<file path="src/wake_line_map.vh">
`ifndef WAKE_LINE_MAP_VH
`define WAKE_LINE_MAP_VH

// Register offsets
`define ADDR_WAKE_CONTROL 8'hF9
`define ADDR_WAKE_MASK_HIGH 8'hFA
`define ADDR_WAKE_MASK_LOW 8'hFB
`define ADDR_TRIGGER_POLARITY_HIGH 8'hFC
`define ADDR_TRIGGER_POLARITY_LOW 8'hFD
`define ADDR_LINE_PENDING_HIGH 8'hFE
`define ADDR_LINE_PENDING_LOW 8'hFF

// Field positions in wake_control
`define BIT_WAKE_MODE_SELECT 0
`define BIT_CHANNEL_SOURCE_SELECT 1
`define BIT_STOP 2

// Reset values
`define RST_BYTE 8'h00
`define RST_LINES 16'h0000
`define RST_STATE 3'h0

// Read value of unused control bits
`define CONTROL_UNUSED 5'h00

// Stop sequence states
`define ST_IDLE 3'h0
`define ST_GOT_ONE 3'h1
`define ST_GOT_ZERO 3'h2
`define ST_ARMED 3'h3
`define ST_STOPPED 3'h4

`endif

</file>
<file path="src/wake_line_stop_control.v">
// Contract
// - Stop requested by writing one, zero, one to the stop bit, three consecutive writes.
// - Accept only in wake mode, unmasked pending clear, some mask bit set.
// - Any other register write or acknowledge mid-sequence aborts; stop and exit read zero.
// - Stop bit reads one after first write and after successful third write.
// - Valid sequence sets stop bit and requests stop; exit leaves stop zero, flag one.
// - Unmasked wake-up event while stopped clears the stop bit in hardware.
// - Wake event during sequence prevents entry; stop and flag zero, pending stays set.
// - Exit flag stays set until software clears it; filtered requests leave it clear.
// - Stop request is ORed with the external active-low stop pin.
// - Source select picks dedicated pin at zero, the sixteen lines at one.
// - Wake mode bit selects interrupt role at zero, wake-up role at one; readable.
// - Masked pending line raises interrupt when source one, wake event when mode one.
// - Masked-off line never wakes; source zero means only the dedicated pin drives channel.
// - Channel recognises rising edges of the OR of unmasked pending lines.
// - Clearing one pending bit with another left gives a fresh rising edge.
// - Any single unmasked line event ends deep-stop.
// - Pending bits are edge captured; clearing works while the line stays active.
// - Polarity zero captures falling edges, one captures rising edges, per line.
// - Hardware sets pending on trigger edge; software clears it and may set it.
`include "wake_line_map.vh"
`default_nettype none

module wake_line_stop_control (
  input wire core_clk_in,
  input wire arst_n_in,
  input wire [7:0] reg_addr_in,
  input wire reg_wr_in,
  input wire [7:0] reg_wdata_in,
  input wire reg_rd_in,
  output reg [7:0] reg_rdata_out,
  input wire ack_in,
  input wire [15:0] wake_lines_in,
  input wire dedicated_ext_irq_pin_in,
  input wire stop_pin_n_in,
  input wire stop_entered_in,
  input wire exit_flag_clear_in,
  output wire stop_request_out,
  output reg stop_exit_flag_out,
  output reg shared_ext_irq_channel_out,
  output wire channel_rise_out,
  output wire wake_event_out,
  output wire wake_async_out
);

  // Reset release synchroniser
  reg rst_meta_n;
  reg rst_n;

  always @(posedge core_clk_in or negedge arst_n_in) begin
    if (!arst_n_in) begin
      rst_meta_n <= 1'b0;
      rst_n <= 1'b0;
    end else begin
      rst_meta_n <= 1'b1;
      rst_n <= rst_meta_n;
    end
  end

  // Register state
  reg wake_mode_select;
  reg channel_source_select;
  reg [15:0] line_mask;
  reg [15:0] trigger_polarity;
  reg [15:0] line_pending;
  reg [2:0] state;
  reg [2:0] next_state;
  reg next_exit_flag;

  // Pin synchronisers
  reg [15:0] line_meta;
  reg [15:0] line_sync;
  reg [15:0] line_prev;
  reg pin_meta;
  reg pin_sync;
  reg stop_meta_n;
  reg stop_sync_n;

  always @(posedge core_clk_in or negedge rst_n) begin
    if (!rst_n) begin
      line_meta <= `RST_LINES;
      line_sync <= `RST_LINES;
      line_prev <= `RST_LINES;
      pin_meta <= 1'b0;
      pin_sync <= 1'b0;
      stop_meta_n <= 1'b1;
      stop_sync_n <= 1'b1;
    end else begin
      line_meta <= wake_lines_in;
      line_sync <= line_meta;
      line_prev <= line_sync;
      pin_meta <= dedicated_ext_irq_pin_in;
      pin_sync <= pin_meta;
      stop_meta_n <= stop_pin_n_in;
      stop_sync_n <= stop_meta_n;
    end
  end

  // Write decode
  wire wr_control = reg_wr_in && (reg_addr_in == `ADDR_WAKE_CONTROL);
  wire wr_mask_high = reg_wr_in && (reg_addr_in == `ADDR_WAKE_MASK_HIGH);
  wire wr_mask_low = reg_wr_in && (reg_addr_in == `ADDR_WAKE_MASK_LOW);
  wire wr_pol_high = reg_wr_in && (reg_addr_in == `ADDR_TRIGGER_POLARITY_HIGH);
  wire wr_pol_low = reg_wr_in && (reg_addr_in == `ADDR_TRIGGER_POLARITY_LOW);
  wire wr_pend_high = reg_wr_in && (reg_addr_in == `ADDR_LINE_PENDING_HIGH);
  wire wr_pend_low = reg_wr_in && (reg_addr_in == `ADDR_LINE_PENDING_LOW);
  wire wr_other = (reg_wr_in && !wr_control) || ack_in;
  wire stop_wdata = reg_wdata_in[`BIT_STOP];

  // Edge capture per line
  wire [15:0] rise = line_sync & ~line_prev;
  wire [15:0] fall = ~line_sync & line_prev;
  wire [15:0] edge_hit = (trigger_polarity & rise) | (~trigger_polarity & fall);
  // Edges on the eight lines whose polarity byte is being rewritten are dropped, since the old
  // and new trigger sense disagree in that cycle
  wire [15:0] pol_block = {{8{wr_pol_high}}, {8{wr_pol_low}}};
  wire [15:0] hw_set = edge_hit & ~pol_block;

  always @(posedge core_clk_in or negedge rst_n) begin
    if (!rst_n) begin
      line_pending <= `RST_LINES;
    end else begin
      // Set wins over a software clear in the same cycle
      if (wr_pend_high) begin
        line_pending[15:8] <= reg_wdata_in | hw_set[15:8];
      end else begin
        line_pending[15:8] <= line_pending[15:8] | hw_set[15:8];
      end
      if (wr_pend_low) begin
        line_pending[7:0] <= reg_wdata_in | hw_set[7:0];
      end else begin
        line_pending[7:0] <= line_pending[7:0] | hw_set[7:0];
      end
    end
  end

  always @(posedge core_clk_in or negedge rst_n) begin
    if (!rst_n) begin
      line_mask <= `RST_LINES;
      trigger_polarity <= `RST_LINES;
      wake_mode_select <= 1'b0;
      channel_source_select <= 1'b0;
    end else begin
      if (wr_mask_high) begin
        line_mask[15:8] <= reg_wdata_in;
      end
      if (wr_mask_low) begin
        line_mask[7:0] <= reg_wdata_in;
      end
      if (wr_pol_high) begin
        trigger_polarity[15:8] <= reg_wdata_in;
      end
      if (wr_pol_low) begin
        trigger_polarity[7:0] <= reg_wdata_in;
      end
      if (wr_control) begin
        wake_mode_select <= reg_wdata_in[`BIT_WAKE_MODE_SELECT];
        channel_source_select <= reg_wdata_in[`BIT_CHANNEL_SOURCE_SELECT];
      end
    end
  end

  // Line combination
  wire [15:0] masked_pending = line_pending & line_mask;
  wire any_masked = |masked_pending;
  wire any_mask = |line_mask;
  wire lines_irq = channel_source_select & any_masked;
  assign wake_event_out = wake_mode_select & any_masked;

  // Level path that needs no clock, for the clock unit while stopped
  wire [15:0] line_active = (trigger_polarity & wake_lines_in) | (~trigger_polarity & ~wake_lines_in);
  assign wake_async_out = (state == `ST_STOPPED) && wake_mode_select && |(line_mask & line_active);

  // A clear that leaves other masked bits pending drops the channel for one
  // cycle, so the receiver sees a new rising edge
  wire [15:0] pend_clear = {{8{wr_pend_high}} & ~reg_wdata_in & line_pending[15:8],
                            {8{wr_pend_low}} & ~reg_wdata_in & line_pending[7:0]};
  reg clear_dip;
  reg channel_prev;

  always @(posedge core_clk_in or negedge rst_n) begin
    if (!rst_n) begin
      clear_dip <= 1'b0;
    end else begin
      clear_dip <= |(pend_clear & line_mask);
    end
  end

  always @(posedge core_clk_in or negedge rst_n) begin
    if (!rst_n) begin
      shared_ext_irq_channel_out <= 1'b0;
      channel_prev <= 1'b0;
    end else begin
      if (channel_source_select) begin
        shared_ext_irq_channel_out <= lines_irq & ~clear_dip;
      end else begin
        shared_ext_irq_channel_out <= pin_sync;
      end
      channel_prev <= shared_ext_irq_channel_out;
    end
  end

  assign channel_rise_out = shared_ext_irq_channel_out & ~channel_prev;

  // Stop sequence
  wire stop_allowed = wake_mode_select && !any_masked && any_mask;
  wire new_masked_event = |(hw_set & line_mask);

  always @* begin
    next_state = state;
    next_exit_flag = stop_exit_flag_out;
    case (state)
      `ST_IDLE: begin
        if (wr_control && stop_wdata && !ack_in) begin
          next_state = `ST_GOT_ONE;
        end
      end
      `ST_GOT_ONE: begin
        if (wr_other) begin
          next_state = `ST_IDLE;
        end else if (new_masked_event) begin
          next_state = `ST_IDLE;
        end else if (wr_control && !stop_wdata) begin
          next_state = `ST_GOT_ZERO;
        end
      end
      `ST_GOT_ZERO: begin
        if (wr_other) begin
          next_state = `ST_IDLE;
        end else if (new_masked_event) begin
          next_state = `ST_IDLE;
        end else if (wr_control && stop_wdata) begin
          // Mode bit is judged from the value being written with the third write
          if (reg_wdata_in[`BIT_WAKE_MODE_SELECT] && !any_masked && any_mask) begin
            next_state = `ST_ARMED;
          end else begin
            next_state = `ST_IDLE;
          end
        end else if (wr_control) begin
          next_state = `ST_IDLE;
        end
      end
      `ST_ARMED: begin
        // Clock unit needs a few cycles; a write in that gap cancels entry
        if (wr_other || wr_control) begin
          next_state = `ST_IDLE;
        end else if (new_masked_event || !stop_allowed) begin
          next_state = `ST_IDLE;
        end else if (stop_entered_in) begin
          next_state = `ST_STOPPED;
        end
      end
      `ST_STOPPED: begin
        if (wake_event_out) begin
          next_state = `ST_IDLE;
          next_exit_flag = 1'b1;
        end
      end
      default: begin
        next_state = `ST_IDLE;
      end
    endcase
    // Software clear loses to a simultaneous exit
    if (exit_flag_clear_in && !(state == `ST_STOPPED && wake_event_out)) begin
      next_exit_flag = 1'b0;
    end
  end

  always @(posedge core_clk_in or negedge rst_n) begin
    if (!rst_n) begin
      state <= `RST_STATE;
      stop_exit_flag_out <= 1'b0;
    end else begin
      state <= next_state;
      stop_exit_flag_out <= next_exit_flag;
    end
  end

  wire stop_bit = (state == `ST_GOT_ONE) || (state == `ST_ARMED) || (state == `ST_STOPPED);
  wire stop_from_block = (state == `ST_ARMED) || (state == `ST_STOPPED);
  assign stop_request_out = stop_from_block | ~stop_sync_n;

  // Read port
  reg [7:0] next_rdata;

  always @* begin
    next_rdata = `RST_BYTE;
    case (reg_addr_in)
      `ADDR_WAKE_CONTROL: begin
        next_rdata = {`CONTROL_UNUSED, stop_bit, channel_source_select, wake_mode_select};
      end
      `ADDR_WAKE_MASK_HIGH: begin
        next_rdata = line_mask[15:8];
      end
      `ADDR_WAKE_MASK_LOW: begin
        next_rdata = line_mask[7:0];
      end
      `ADDR_TRIGGER_POLARITY_HIGH: begin
        next_rdata = trigger_polarity[15:8];
      end
      `ADDR_TRIGGER_POLARITY_LOW: begin
        next_rdata = trigger_polarity[7:0];
      end
      `ADDR_LINE_PENDING_HIGH: begin
        next_rdata = line_pending[15:8];
      end
      `ADDR_LINE_PENDING_LOW: begin
        next_rdata = line_pending[7:0];
      end
      default: begin
        next_rdata = `RST_BYTE;
      end
    endcase
  end

  always @(posedge core_clk_in or negedge rst_n) begin
    if (!rst_n) begin
      reg_rdata_out <= `RST_BYTE;
    end else if (reg_rd_in) begin
      reg_rdata_out <= next_rdata;
    end
  end

endmodule

`default_nettype wire

</file>
<file path="config.mk">
export PLATFORM = sky130hd
export DESIGN_NAME = wake_line_stop_control
export DESIGN_NICKNAME = d
export VERILOG_FILES = /design/src/wake_line_stop_control.v
export VERILOG_INCLUDE_DIRS = /design/src /design/src/src
export SDC_FILE = /design/constraint.sdc
export NUM_CORES = 1
export LEC_CHECK = 0
export BUFFER_PORTS_ARGS = -buffer_cell sky130_fd_sc_hd__buf_2
export CAP_MARGIN = 20
export CORE_UTILIZATION = 58
export DETAILED_ROUTE_END_ITERATION = 6
export GPL_ROUTABILITY_DRIVEN = 0
export HOLD_SLACK_MARGIN = 0.02
export PLACE_DENSITY = 0.78
export SLEW_MARGIN = 10
export SYNTH_ARGS = -nofsm -noshare
export SYNTH_HDL_FRONTEND = slang
export SYNTH_SLANG_ARGS = --single-unit
</file>
<file path="constraint.sdc">
create_clock -name core_clk_in -period 10.41 [get_ports core_clk_in]
set_input_delay 2.082 -clock core_clk_in [delete_from_list [all_inputs] [get_ports core_clk_in]]
set_output_delay 2.082 -clock core_clk_in [all_outputs]
set_load 0.005 [all_outputs]
</file>
==> qor.yml <==
status: "finished, final reports clean"
ys_warn_count: 0
maxSlewHeadroom_pct: 34.9
critPathKind: "in2out"
finalSetupTns_ns: 0
dr.pass1.iters: 6
critPathTopFamily: "simple AND/OR/NAND/NOR gates"
yosysSeqAreaShare_pct: 54.1
ios: 55
clkSinkCount: 119
synth_area_um2: 5510
die_w_um: 99.5
drv_cap: 0
nets: 619
numCtsBuffers: 17
n_fill_cell: 680
yosysMostFrequentCell: "dfrtp_1"
slowest_stage: "a22oi_1"
finalSetupViolCount: 0
hold_buffers: 0
synth.mux.area_fraction_pct: 7.13
vias: 4629
overflow: 0
dr.first_iter.drc_count: 678
wl_per_cell_um: 20.9
io_buffers: 54
crit_start: "wake_lines_in[8]"
die_h_um: 99.5
clock.fmax_mhz: 187
dpl.hpwl_um: 10100
ys.flop_type: "dfrtp_1"
critical_path_buf_inv_count: 2
slowest_delay_ns: 0.31
synth_compound_area_share_pct: 13.8
tightest_slew_ns: 0.961
core_um2: 9240
antenna_found_initial: 0
grt_pass1_vias: 4489
start_util_pct: 59.6
cp-end-kind: "output port"
async_reset_ff_share_pct: 100
fin_crit_sh_pct: 51.4
crit_top_cell: "buf_2"
critPathRequiredTime_ns: 8.33
leakage_nw: 2.84
grt_max_degree: 77
rows: 35
cts-root-buf: "clkbuf_8"
synth_fa_ha_area_share_pct: 0
timing.final.crit_period_ns: 5.35
synth_top_family_by_area: "simple AND/OR/NAND/NOR gates"
clock_skew_ns: 0.00870
wl_um: 15000
synth-simple-area-share_pct: 19.6
insertion_delay_ns: 0.52
synth_xor_area_share_pct: 2.54
synth_edf_count: 0
cp_max_fo: 2
yosysTopAreaCellShare_pct: 53.1
r2r-start: "trigger_polarity[13]$_DFFE_PN0P_"
synth_top_cell_by_area: "dfrtp_1"
htree_levels: 4
drv_slew: 0
cp.arrival_ns: 3.27
grt_pass1_wl_um: 24200
cts_buffer_depth: 2
hp-class: "reg2async"
synthTopCellsByCount: "dfrtp_1 (117), nand2_1 (99), nor2_1 (30)"
synth.distinct_cells: 57
synth_nets: 564
cp_cell_sequence: "buf_2 -> xnor2_1 -> a22oi_1 -> nand4_1 -> nor2_1 -> nor3b_1 -> buf_2"
crit_path_start_kind: "input pin"
route.detailed.drc: 0
area_delta_synth_final_pct: 17.9
ant_nets: 0
syn_inst: 523
powerDensity_nw_per_um2: 187
final_layout_size_suffix_gt1_share_pct: 20.6
ys_top_cells_by_area: "dfrtp_1 (53%), nand2_1 (6.7%), mux2_2 (3.7%)"
dieArea_um2: 9890
cts_tree: "built"
syn_avg_cell_area_um2: 10.5
holdWs_ns: 0.312
cts_resized: 0
finalHoldViolCount: 0
path_clk_slew_ns: 0.05
grt_setup_unrepaired: "no"
antennaDiodeCount: 0
synth_seq_cells: 119
vdd_drop_max_uv: 115
cts_post_setup_buffers_inserted: 0
vias_per_cell: 6.43
grt_usage_pct: 33.1
[report_power, final]
part	internal, W	switching (W)
Clock	0.000412	0.000202
Combinational	0.0000370	0.0000548
Sequential	0.000484	0.0000264
[registers in the layout (all words and copies together), names as in the netlist]
signal	cells
line_mask	16
line_meta	16
line_pending	16
line_prev	16
line_sync	16
trigger_polarity	16
reg_rdata_out	8
state	3
channel_prev	1
channel_source_select	1
clear_dip	1
pin_meta	1
pin_sync	1
rst_meta_n	1
rst_n	1
shared_ext_irq_channel_out	1
stop_exit_flag_out	1
stop_meta_n	1
stop_sync_n	1
wake_mode_select	1
[worst register-to-register path: stages, from the launching register on]
cell	delay, ns
dfrtp_1	0.45
and3b_1	0.22
o21ai_0	0.54
nand4_1	0.17
a2111oi_0	0.64
o22ai_1	0.29
a21oi_1	0.20
[stage by stage]
stage	total power, W	std cells	setup WS (ns)	utilization, %	instance area (um^2)
final	0.00122	720	5.06	70.3	6490
after CTS	0.00122	720	5.11	70.3	6490
after global placement	0.000602	688	5.14	63.6	5870
after global routing	0.00125	720	5.02	70.3	6490
after detailed placement	0.000606	688	5.12	63.6	5870
after floorplan	0.000568	523	5.69	-	5510
[worst paths after layout]
path                                                     endpoint  slack [ns]  depth (start not counted)
worst max-delay path                               wake_async_out        5.06                          7
worst min-delay path                      line_meta[12]$_DFF_PN0_        0.31                          0
worst max register to register               state[0]$_DFFE_PN0P_        7.82                          6
worst min register to register            line_meta[12]$_DFF_PN0_        0.31                          0
max in group asynchronous       channel_source_select$_DFFE_PN0P_        8.78                          1
min in group core_clk_in                          rst_n$_DFF_PN0_        0.35                          0
[layout by cell type (no fill, tap or decap), drive strengths merged, types with 3 or more instances in the layout]
cell type  netlist  routed
and4             3       3
inv             15      15
o22ai           24      24
a21oi            5       5
a221oi           9       9
xnor2           16      16
o21ai           20      20
a2111oi          3       3
bufinv           0       4
and4b            9       9
and2             4       4
clkinv           0       5
nand3b           3       3
nor2            30      30
dfrtp          117     117
nand4           10      10
nor3             4       4
nor2b            5       5
buf             13      56
o2bb2ai          3       3
clkbuf           7      23
nand2          101     101
nor3b            6       6
mux2i           10      10
a22oi           22      22
a31oi            3       3
a311oi           3       3
a32o             4       4
mux2            26      26
nand3           14      14
nor4             8       8
a31o             5       5
[logic make-up after synthesis]
| family | after synthesis |
|---|---|
| mux | 36 |
| flops | 119 |
| xor+xnor | 16 |
| buf+inv | 35 |
| simple gates | 208 |
| compound gates | 108 |
| other cells | 1 |
[layer usage]
metal / global-route usage [%] / vias to the layer above / routed length, um
met5: 0 / - / 0
met4: 19.3 / 0 / 878
met3: 8.08 / 80 / 1340
li1: - / 2026 / -
met1: 43.6 / 2243 / 6020
met2: 50.3 / 280 / 6790
[area by class of cell]
class / count / area, um^2 / share of cell area [%]
timing repair buffer: 56 / 285 / 4.39
inverter: 15 / 56.3 / 0.867
clock inverter: 9 / 145 / 2.23
multi-input combinational: 369 / 2390 / 36.7
tap: 129 / 161 / 2.49
sequential: 119 / 2980 / 45.9
clock buffer: 23 / 477 / 7.34
Note: power is estimated with default switching activity, not from simulation.
